$ cat src/pkg/flash_front_consts.vh
`ifndef FLASH_FRONT_CONSTS_VH
`define FLASH_FRONT_CONSTS_VH

// ----------------------------------------
// register offsets on the local port
// ----------------------------------------
`define ADDR_STATUS 4'h0
`define ADDR_FUNCTION 4'h1
`define ADDR_CONTROL 4'h2
`define ADDR_TX_DATA 4'h3
`define ADDR_RX_DATA 4'h4
`define ADDR_PIN_STATE 4'h5

// ----------------------------------------
// status register fields
// ----------------------------------------
`define ST_SWD_BIT 7
`define ST_QE_BIT 6
`define ST_BP_HI 5
`define ST_BP_LO 2
`define STATUS_WMASK 8'hFC
`define STATUS_RESET 8'h00

// ----------------------------------------
// function and control register fields
// ----------------------------------------
`define FUNC_RST_DIS_BIT 0
`define FUNC_RESET 8'h00
`define CTL_PFS_BIT 0
`define CTL_MODE_HI 2
`define CTL_MODE_LO 1
`define CTL_DIR_BIT 3
`define CONTROL_RESET 8'h00

// ----------------------------------------
// pin state register fields
// ----------------------------------------
`define PS_SELECTED_BIT 0
`define PS_PAUSED_BIT 1
`define PS_RESET_BIT 2
`define PS_RX_FULL_BIT 3
`define PS_REFUSED_BIT 4

// ----------------------------------------
// lane modes and transfer sizes
// ----------------------------------------
`define MODE_SINGLE 2'h0
`define MODE_DUAL 2'h1
`define MODE_QUAD 2'h2
`define BYTE_BITS 4'h8
`define TX_RESET 8'hFF

`endif

$ cat src/verilog/pin_sync.v
`timescale 1ns/1ps

// two-stage synchroniser for pins from outside the system clock
module pin_sync
#(
   parameter W = 7,
   parameter [W-1:0] INIT = {W{1'b0}}
)
(
   // clock, reset, enable
   input wire i_sys_clk,
   input wire i_resetn,
   input wire i_ce,
   // raw pins and their synchronised copy
   input wire [W-1:0] i_async,
   output reg [W-1:0] o_sync
);

// first stage, read by the second stage only
reg [W-1:0] meta;

// ----------------------------------------
// two flip-flops per bit
// ----------------------------------------
always @(posedge i_sys_clk or negedge i_resetn)
begin
   if (!i_resetn)
   begin
      meta <= INIT;
      o_sync <= INIT;
   end
   else if (i_ce)
   begin
      meta <= i_async;
      o_sync <= meta;
   end
end

endmodule // pin_sync

$ cat src/verilog/lane_shifter.v
`timescale 1ns/1ps
`include "flash_front_consts.vh"

// byte shifter for one, two or four lanes, msb first
module lane_shifter
(
   // clock, reset, enable
   input wire i_sys_clk,
   input wire i_resetn,
   input wire i_ce,
   // control from the frame logic
   input wire i_clear,
   input wire i_sample,
   input wire i_advance,
   input wire [2:0] i_step,
   input wire [7:0] i_load_data,
   input wire [3:0] i_lanes,
   // results
   output reg [7:0] o_rx_byte,
   output reg o_rx_done,
   output wire [3:0] o_tx_bits
);

reg [7:0] rx_sh; // receive shift register
reg [3:0] rx_cnt; // bits taken in this byte
reg [7:0] tx_sh; // transmit shift register
reg [3:0] tx_cnt; // bits sent in this byte
wire [3:0] step4; // step widened for counters
wire [7:0] next_rx; // receive value after this edge

// shift a register left by the lane count, filling from the lanes
function [7:0] shift_lanes;
   input [7:0] v;
   input [3:0] lanes;
   input [2:0] n;
   begin
      case (n)
         3'h2: shift_lanes = {v[5:0], lanes[1:0]};
         3'h4: shift_lanes = {v[3:0], lanes};
         default: shift_lanes = {v[6:0], lanes[0]};
      endcase
   end
endfunction

assign step4 = {1'b0, i_step};
assign next_rx = shift_lanes(rx_sh, i_lanes, i_step);
// top bits always lead; the top module picks the lanes
assign o_tx_bits = tx_sh[7:4];

// ----------------------------------------
// receive side, rising edges
// ----------------------------------------
always @(posedge i_sys_clk or negedge i_resetn)
begin
   if (!i_resetn)
   begin
      rx_sh <= 8'h00;
      rx_cnt <= 4'h0;
      o_rx_byte <= 8'h00;
      o_rx_done <= 1'b0;
   end
   else if (i_ce)
   begin
      o_rx_done <= 1'b0;
      if (i_clear)
      begin
         // a new frame starts on a byte boundary
         rx_cnt <= 4'h0;
      end
      else if (i_sample)
      begin
         rx_sh <= next_rx;
         if (rx_cnt + step4 == `BYTE_BITS)
         begin
            o_rx_byte <= next_rx;
            o_rx_done <= 1'b1;
            rx_cnt <= 4'h0;
         end
         else
         begin
            rx_cnt <= rx_cnt + step4;
         end
      end
   end
end

// ----------------------------------------
// transmit side, falling edges
// ----------------------------------------
always @(posedge i_sys_clk or negedge i_resetn)
begin
   if (!i_resetn)
   begin
      tx_sh <= `TX_RESET;
      tx_cnt <= 4'h0;
   end
   else if (i_ce)
   begin
      if (i_clear)
      begin
         tx_sh <= i_load_data;
         tx_cnt <= 4'h0;
      end
      else if (i_advance)
      begin
         if (tx_cnt + step4 == `BYTE_BITS)
         begin
            // reload so the next byte's msb is out on this edge
            tx_sh <= i_load_data;
            tx_cnt <= 4'h0;
         end
         else
         begin
            tx_sh <= shift_lanes(tx_sh, 4'h0, i_step);
            tx_cnt <= tx_cnt + step4;
         end
      end
   end
end

endmodule // lane_shifter

$ cat src/verilog/flash_pin_front_end.v
// Decided for this implementation: the plain strobed port and the address map.
`timescale 1ns/1ps
`include "flash_front_consts.vh"

// Overview of operation
// - select high: deselected, all outputs released
// - select high: serial input bits ignored
// - instruction only after select falls from high
// - single lane: sample input on clock rise
// - single lane: drive output on clock fall
// - dual/quad: lanes bidirectional, rise in, fall out
// - quad uses protect and hold pins as lanes
// - protect pin low with lock: status writes refused
// - lock bit clear: status writes always allowed
// - quad enable: protect pin is only lane two
// - quad enable: fourth pin is only lane three
// - no reset pin: control pin-function bit picks hold/reset
// - reset pin enabled: fourth pin is hold
// - reset pin disabled: control pin-function bit picks hold/reset
// - hold low while selected pauses, keeps progress
// - hold and select low: output released
// - hold high resumes exactly where it paused
// - reset low: outputs released, normal on release
// - function bit zero set disables reset pin
module flash_pin_front_end
#(
   parameter HAS_RESET_PIN = 1 // package has a dedicated reset pin
)
(
   // clock, reset, enable
   input wire i_sys_clk,
   input wire i_resetn,
   input wire i_ce,
   // serial link pins
   input wire i_sck,
   input wire i_select_n,
   input wire i_reset_pin_n,
   input wire [3:0] i_data_lane_in,
   output reg [3:0] o_data_lane_out,
   output reg [3:0] o_data_lane_oe,
   // register port
   input wire [3:0] i_addr,
   input wire [7:0] i_wdata,
   input wire i_wr,
   input wire i_rd,
   output reg [7:0] o_rdata,
   // received byte strobe
   output reg o_rx_strobe
);

// ----------------------------------------
// frame states, one-hot
// ----------------------------------------
localparam [3:0] S_IDLE = 4'b0001; // deselected
localparam [3:0] S_ACTIVE = 4'b0010; // selected, shifting
localparam [3:0] S_PAUSED = 4'b0100; // held, progress kept
localparam [3:0] S_RESET = 4'b1000; // pin reset asserted

// ----------------------------------------
// declarations
// ----------------------------------------
wire [6:0] pins_s; // synchronised pins
wire sck_s; // clock pin, system domain
wire sel_n_s; // select pin, system domain
wire rst_pin_n_s; // dedicated reset pin
wire [3:0] lane_s; // data lanes, system domain
reg sck_d; // last sampled clock level
reg sel_n_d; // last sampled select level
wire sck_rise; // link clock rising edge
wire sck_fall; // link clock falling edge
wire sel_fall; // select high-to-low transition
reg [3:0] state; // frame state
reg [3:0] next_state; // next frame state
reg [7:0] status; // protection and quad bits
reg [7:0] func; // function register
reg [7:0] control; // lane mode, direction, pin function
reg [7:0] tx_data; // byte sent on read phases
reg [7:0] rx_data; // last byte received
reg rx_full; // unread received byte
reg refused; // a status write was refused
reg seen_rise; // one rising edge seen in the frame
wire qe; // quad enable
wire swd; // status write disable
wire rst_pin_en; // dedicated reset pin in use
wire fourth_is_hold; // fourth pin acts as hold
wire fourth_is_reset; // fourth pin acts as reset
wire reset_req; // any pin reset asserted
wire hold_req; // hold asserted
wire wp_lock; // status register locked
wire [1:0] mode_raw; // requested lane mode
wire [1:0] mode; // lane mode in effect
wire [2:0] step; // bits moved per clock edge
wire drive; // device drives the lanes now
wire shift_clear; // restart the shifter
wire sample_en; // take a rising edge
wire advance_en; // take a falling edge
wire [7:0] rx_byte; // byte from the shifter
wire rx_done; // byte completed
wire [3:0] tx_bits; // bits leading the tx byte
reg [3:0] next_oe; // lane enables next cycle
reg [3:0] next_out; // lane levels next cycle
reg [7:0] next_rdata; // read data next cycle

// ----------------------------------------
// pin synchronisers
// ----------------------------------------
// reset pin resets high; select resets low so only a real high-then-low counts
pin_sync
#(
   .W(7),
   .INIT(7'h04)
)
u_sync
(
   .i_sys_clk(i_sys_clk),
   .i_resetn(i_resetn),
   .i_ce(i_ce),
   .i_async({i_data_lane_in, i_reset_pin_n, i_select_n, i_sck}),
   .o_sync(pins_s)
);

assign sck_s = pins_s[0];
assign sel_n_s = pins_s[1];
assign rst_pin_n_s = pins_s[2];
assign lane_s = pins_s[6:3];

// ----------------------------------------
// edge detection on the link clock and select
// ----------------------------------------
always @(posedge i_sys_clk or negedge i_resetn)
begin
   if (!i_resetn)
   begin
      sck_d <= 1'b0;
      // low after reset: select must rise before a fall counts
      sel_n_d <= 1'b0;
   end
   else if (i_ce)
   begin
      sck_d <= sck_s;
      sel_n_d <= sel_n_s;
   end
end

assign sck_rise = sck_s & ~sck_d;
assign sck_fall = ~sck_s & sck_d;
assign sel_fall = ~sel_n_s & sel_n_d;

// ----------------------------------------
// pin function decoding
// ----------------------------------------
assign qe = status[`ST_QE_BIT];
assign swd = status[`ST_SWD_BIT];
assign rst_pin_en = (HAS_RESET_PIN != 0) && !func[`FUNC_RST_DIS_BIT];
// fourth pin: data only in quad, else hold unless reset chosen
assign fourth_is_hold = !qe && (rst_pin_en || !control[`CTL_PFS_BIT]);
assign fourth_is_reset = !qe && !fourth_is_hold;
// both reset sources share one effect
assign reset_req = (rst_pin_en && !rst_pin_n_s) || (fourth_is_reset && !lane_s[3]);
assign hold_req = fourth_is_hold && !lane_s[3];
// protect pin counts only while quad enable is clear
assign wp_lock = swd && !qe && !lane_s[2];

// quad mode needs quad enable, since it borrows two pins
assign mode_raw = control[`CTL_MODE_HI:`CTL_MODE_LO];
assign mode = (mode_raw == `MODE_QUAD && !qe) ? `MODE_SINGLE : mode_raw;
assign step = (mode == `MODE_QUAD) ? 3'h4 : (mode == `MODE_DUAL) ? 3'h2 : 3'h1;

// ----------------------------------------
// frame state machine
// ----------------------------------------
always @*
begin
   next_state = state;
   case (state)
      S_IDLE:
      begin
         if (reset_req)
            next_state = S_RESET;
         else if (sel_fall)
            next_state = S_ACTIVE;
      end
      S_ACTIVE:
      begin
         if (reset_req)
            next_state = S_RESET;
         else if (sel_n_s)
            next_state = S_IDLE;
         else if (hold_req)
            next_state = S_PAUSED;
      end
      S_PAUSED:
      begin
         if (reset_req)
            next_state = S_RESET;
         else if (sel_n_s)
            next_state = S_IDLE;
         else if (!hold_req)
            next_state = S_ACTIVE;
      end
      S_RESET:
      begin
         // leave only when every reset source is released
         if (!reset_req)
            next_state = S_IDLE;
      end
      default:
      begin
         next_state = S_IDLE;
      end
   endcase
end

always @(posedge i_sys_clk or negedge i_resetn)
begin
   if (!i_resetn)
      state <= S_IDLE;
   else if (i_ce)
      state <= next_state;
end

// ----------------------------------------
// shifter control
// ----------------------------------------
// edges count only while active; pause leaves counters alone
assign shift_clear = (state != S_ACTIVE) && (state != S_PAUSED);
assign sample_en = (state == S_ACTIVE) && !hold_req && sck_rise;
// in clock-idles-high use the first fall precedes any rise
assign advance_en = (state == S_ACTIVE) && !hold_req && sck_fall && seen_rise;

always @(posedge i_sys_clk or negedge i_resetn)
begin
   if (!i_resetn)
      seen_rise <= 1'b0;
   else if (i_ce)
   begin
      if (shift_clear)
         seen_rise <= 1'b0;
      else if (sample_en)
         seen_rise <= 1'b1;
   end
end

lane_shifter u_shift
(
   .i_sys_clk(i_sys_clk),
   .i_resetn(i_resetn),
   .i_ce(i_ce),
   .i_clear(shift_clear),
   .i_sample(sample_en),
   .i_advance(advance_en),
   .i_step(step),
   .i_load_data(tx_data),
   .i_lanes(lane_s),
   .o_rx_byte(rx_byte),
   .o_rx_done(rx_done),
   .o_tx_bits(tx_bits)
);

// ----------------------------------------
// lane drivers
// ----------------------------------------
assign drive = (state == S_ACTIVE) && control[`CTL_DIR_BIT];

generate
   genvar g;
   for (g = 0; g < 4; g = g + 1)
   begin : g_lane
      always @*
      begin
         next_oe[g] = 1'b0;
         next_out[g] = 1'b0;
         case (mode)
            `MODE_DUAL:
            begin
               // lane one carries the higher bit
               next_oe[g] = drive && (g < 2);
               next_out[g] = (g < 2) ? tx_bits[(g + 2) % 4] : 1'b0;
            end
            `MODE_QUAD:
            begin
               next_oe[g] = drive;
               next_out[g] = tx_bits[g];
            end
            default:
            begin
               // single lane: output pin only
               next_oe[g] = drive && (g == 1);
               next_out[g] = (g == 1) ? tx_bits[3] : 1'b0;
            end
         endcase
      end
   end
endgenerate

always @(posedge i_sys_clk or negedge i_resetn)
begin
   if (!i_resetn)
   begin
      o_data_lane_oe <= 4'h0;
      o_data_lane_out <= 4'h0;
      o_rx_strobe <= 1'b0;
   end
   else if (i_ce)
   begin
      o_data_lane_oe <= next_oe;
      o_data_lane_out <= next_out;
      o_rx_strobe <= rx_done;
   end
end

// ----------------------------------------
// register writes
// ----------------------------------------
always @(posedge i_sys_clk or negedge i_resetn)
begin
   if (!i_resetn)
   begin
      status <= `STATUS_RESET;
      func <= `FUNC_RESET;
      control <= `CONTROL_RESET;
      tx_data <= `TX_RESET;
   end
   else if (i_ce && i_wr)
   begin
      case (i_addr)
         `ADDR_STATUS:
         begin
            // locked writes leave every protected bit as it was
            if (!wp_lock)
               status <= i_wdata & `STATUS_WMASK;
         end
         `ADDR_FUNCTION:
            func <= i_wdata;
         `ADDR_CONTROL:
            control <= i_wdata;
         `ADDR_TX_DATA:
            tx_data <= i_wdata;
         default:
            tx_data <= tx_data;
      endcase
   end
end

// ----------------------------------------
// sticky flags, a set beats a clear
// ----------------------------------------
always @(posedge i_sys_clk or negedge i_resetn)
begin
   if (!i_resetn)
   begin
      rx_data <= 8'h00;
      rx_full <= 1'b0;
      refused <= 1'b0;
   end
   else if (i_ce)
   begin
      if (rx_done)
      begin
         rx_data <= rx_byte;
         rx_full <= 1'b1;
      end
      else if (i_rd && i_addr == `ADDR_RX_DATA)
         rx_full <= 1'b0;
      if (i_wr && i_addr == `ADDR_STATUS && wp_lock)
         refused <= 1'b1;
      else if (i_rd && i_addr == `ADDR_PIN_STATE)
         refused <= 1'b0;
   end
end

// ----------------------------------------
// register reads, data one cycle after the strobe
// ----------------------------------------
always @*
begin
   next_rdata = 8'h00;
   case (i_addr)
      `ADDR_STATUS: next_rdata = status;
      `ADDR_FUNCTION: next_rdata = func;
      `ADDR_CONTROL: next_rdata = control;
      `ADDR_TX_DATA: next_rdata = tx_data;
      `ADDR_RX_DATA: next_rdata = rx_data;
      `ADDR_PIN_STATE:
      begin
         next_rdata[`PS_SELECTED_BIT] = (state == S_ACTIVE) || (state == S_PAUSED);
         next_rdata[`PS_PAUSED_BIT] = (state == S_PAUSED);
         next_rdata[`PS_RESET_BIT] = (state == S_RESET);
         next_rdata[`PS_RX_FULL_BIT] = rx_full;
         next_rdata[`PS_REFUSED_BIT] = refused;
      end
      default: next_rdata = 8'h00;
   endcase
end

always @(posedge i_sys_clk or negedge i_resetn)
begin
   if (!i_resetn)
      o_rdata <= 8'h00;
   else if (i_ce)
      o_rdata <= i_rd ? next_rdata : 8'h00;
end

endmodule // flash_pin_front_end

$ cat config.mk
export PLATFORM = sky130hd
export DESIGN_NAME = flash_pin_front_end
export DESIGN_NICKNAME = d
export VERILOG_FILES = /design/src/verilog/pin_sync.v /design/src/verilog/lane_shifter.v /design/src/verilog/flash_pin_front_end.v
export VERILOG_INCLUDE_DIRS = /design/src /design/src/pkg
export SDC_FILE = /design/constraint.sdc
export NUM_CORES = 1
export LEC_CHECK = 0
export BUFFER_PORTS_ARGS = -buffer_cell sky130_fd_sc_hd__buf_2
export CAP_MARGIN = 0
export CORE_MARGIN = 10
export CORE_UTILIZATION = 61
export DETAILED_ROUTE_END_ITERATION = 10
export MAX_ROUTING_LAYER = met4
export PLACE_DENSITY = 0.83
export RECOVER_POWER = 50
export SETUP_SLACK_MARGIN = 0.5
export SYNTH_ARGS = -nofsm -noshare
export SYNTH_HDL_FRONTEND = slang
export SYNTH_HIERARCHICAL = 1
export SYNTH_SLANG_ARGS = --single-unit
$ cat constraint.sdc
create_clock -name i_sys_clk -period 7.3 [get_ports i_sys_clk]
set_input_delay 0.73 -clock i_sys_clk [delete_from_list [all_inputs] [get_ports i_sys_clk]]
set_output_delay 0.73 -clock i_sys_clk [all_outputs]
set_load 0.05 [all_outputs]
==> run metrics <==
dpl hpwl=8570 µm; crit-path max cell delay=1.86 ns; R2R Path End=u_shift/o_rx_byte[0]; Synth Flop Type=dfrtp_1; max-slew violations=97; CP Class=in2reg; layout cell share with drive strength beyond 1=0.240; post-CTS setup buffer count=0; area share of the largest cell type after synthesis=0.401; Least-Margin Pin Slew=2.64 ns; Synth Register Bits=109; DRC=0; WP data arrival=4.36 ns; die area=13400 µm²; worst r2r src=state[1]; top post-synthesis cells by area=dfrtp_1 40%, dfstp_2 8.9%, mux2_1 7.8%, mux2_2 4.4%, mux2i_1 2.5%; CP endpoint kind=flip-flop; Die W=116 µm; Fmax achieved=246 MHz; Worst slew margin=-0.761; wire per inst=19.5 µm; clk_lat worst skew=0.38 ns; worst min-delay path category=reg2reg; Worst Hold Path EP=u_shift/tx_sh[0]; Lkg Pwr=2.61 nW; asr flop ratio synth=1.00; number of enable flip-flop cells after synthesis=0; VDD IR max=0.000151 V; clock tree root buffer cell=clkbuf_8; Via density=6.19; post-synth cell types=65; most frequent cell after synthesis=dfrtp_1; NumNets Final=535; reg2reg setup slack=3.37 ns; Pwr Total=1.52 mW; cell taking the most area after synthesis=dfrtp_1; vias in the first global route=3838; worst-path fanout max=55; slowest stage cell, crit path=clkbuf_1; vias=3795; post-cts repair resize count=0; fin util=0.673; status=complete, but fails checks; CTS Sinks=109; failing checks=max-capacitance violations, max-slew violations; Placed Instances=597; initial antenna violation count=0; final setup TNS=0 ns; gr ovfl total=0; Post-Syn Instances=476; first-pass GRT wire length=19600 µm; drt pass-1 iters=5; Synth top cells by count=90 x dfrtp_1, 39 x mux2_1, 31 x inv_1, 31 x nand2_1, 22 x mux2_2; Hold Startpoint=tx_data[0]; final hold viol count=0; RSZ-0062 raised after global routing=false; Startpoint Class=input pin; Worst EP required=7.59 ns; Syn-to-layout area delta=6.06%; Placer Congestion=0.918; Tcrit/Tclk final=0.558; antenna viol nets, final=0; syn nets=511; crit path cell chain=buf_2 -> clkbuf_1 -> inv_1 -> nor2_1 -> nand2_1 -> o21ai_0; # rows=34; FF-to-FF path depth=8; Total GRT Usage=0.189; hold depth=2; post-route insts no fill=613; Die H=116 µm; ANT cells=0; post-synthesis cell area=5620 µm²; CTS tree=done; IO Pins=41; final wirelength=11900 µm; setup violators final=0; clock-pin slew on the worst setup and hold paths=0.09 ns; Tmin final=4.07 ns; H-tree depth=3; Starting DRT DRC Count=328; CORE AREA=8850 µm²; register area share after synthesis=0.490; synth warn=6; hold buffer count at cts=0; number of max-cap violations=2; I/O Buffers=40; pin count of the biggest net entering global routing=71; CTS max path bufs=2; power per cell area=255 nW/µm²; skew final=0.0150 ns; Post-Place Worst Slack=3.92 ns; syn_area_per_cell=11.8 µm²; final worst slack=3.23 ns; Initial Util=0.635; CTS Buf Count=9
how the worst max path moves through the flow:
| stage | end | depth (start not counted) | slack [ns] | start |
|---|---|---|---|---|
| 2_1_floorplan | u_shift/o_rx_byte[0] | 9 | 4.53 | state[2] |
| 3_3_place_gp | u_shift/o_rx_byte[3] | 10 | 4.06 | status[6] |
| 3_5_place_dp | u_shift/o_rx_byte[0] | 10 | 3.92 | control[1] |
| 4_1_cts | u_shift/o_rx_byte[0] | 10 | 3.90 | control[1] |
| 5_1_grt | u_shift/tx_sh[0] | 6 | 2.86 | i_ce |
| 6_report | u_shift/tx_sh[1] | 6 | 3.23 | i_ce |
routing by layer:
metal	wire length, µm	part of all wire	GRT usage	vias to the layer above
li1	-	-	-	1771
met1	5370	0.45	0.235	1903
met2	5840	0.49	0.302	106
met3	580	0.049	0.0444	15
met4	150	0.013	0.0559	0
met5	0	0	-	-
sequential cells by signal, summed over array words and instances, names as in the netlist, 6 cells and up:
name,flops
u_shift/o_rx_byte,8
u_sync/meta,7
u_shift/rx_sh,7
u_sync/o_sync,7
u_shift/tx_sh,8
control,8
rx_data,8
tx_data,8
func,8
o_rdata,8
status,6
critical path: cells and delay by family:
kind | cells | cell delay, ns
AO/OA/AOI/OAI | 1 | 0.17
buffers and inverters | 3 | 2.55
AND/OR/NAND/NOR | 2 | 0.87
cells in the final DEF (no fill, tap or decap), types with 14 or more instances in the layout:
cell type	synthesis	routed
o22ai_1	15	15
nor2_1	16	16
dfstp_2	19	19
mux2_2	22	22
buf_2	10	36
mux2_1	39	39
dfrtp_1	90	90
inv_1	31	31
nand2_1	31	31
o22a_1	14	14
mux2i_1	14	14
o21ai_0	15	15
layout make-up:
cell class | instances | area (µm²)
fillers | 660 | 2890
flip-flops and latches | 109 | 2750
multi-input cells | 305 | 2540
repair buffers | 43 | 214
well taps | 108 | 135
clock buffers | 10 | 128
inverters | 32 | 120
clock inverters | 6 | 63.8
through the flow:
stage	area, µm²	hold slack (ns)
CTS	5980	0.320
finish	5960	0.496
global route	5960	0.523
global placement	5790	0.463
detailed placement	5790	0.477
floorplan	5620	0.434
kinds of logic (layout without fill, tap and decap cells):
family | count (synthesis) | after routing | share of synthesized area
flip-flops | 109 | 109 | 0.490
AO/OA/AOI/OAI | 106 | 106 | 0.139
AND/OR/NAND/NOR | 100 | 100 | 0.102
multiplexers | 84 | 84 | 0.180
buffers and inverters | 62 | 91 | 0.0544
adder cells (fa/ha/maj) | 11 | 11 | 0.0272
XOR/XNOR | 4 | 4 | 0.00624
where the power goes:
group	internal (mW)	leakage [nW]	switching [mW]
clock network	0.134	0.0937	0.220
registers	0.702	1.37	0.0887
logic	0.160	1.14	0.214
total	0.996	2.61	0.522
No activity file was read; power rests on OpenSTA's default activity.
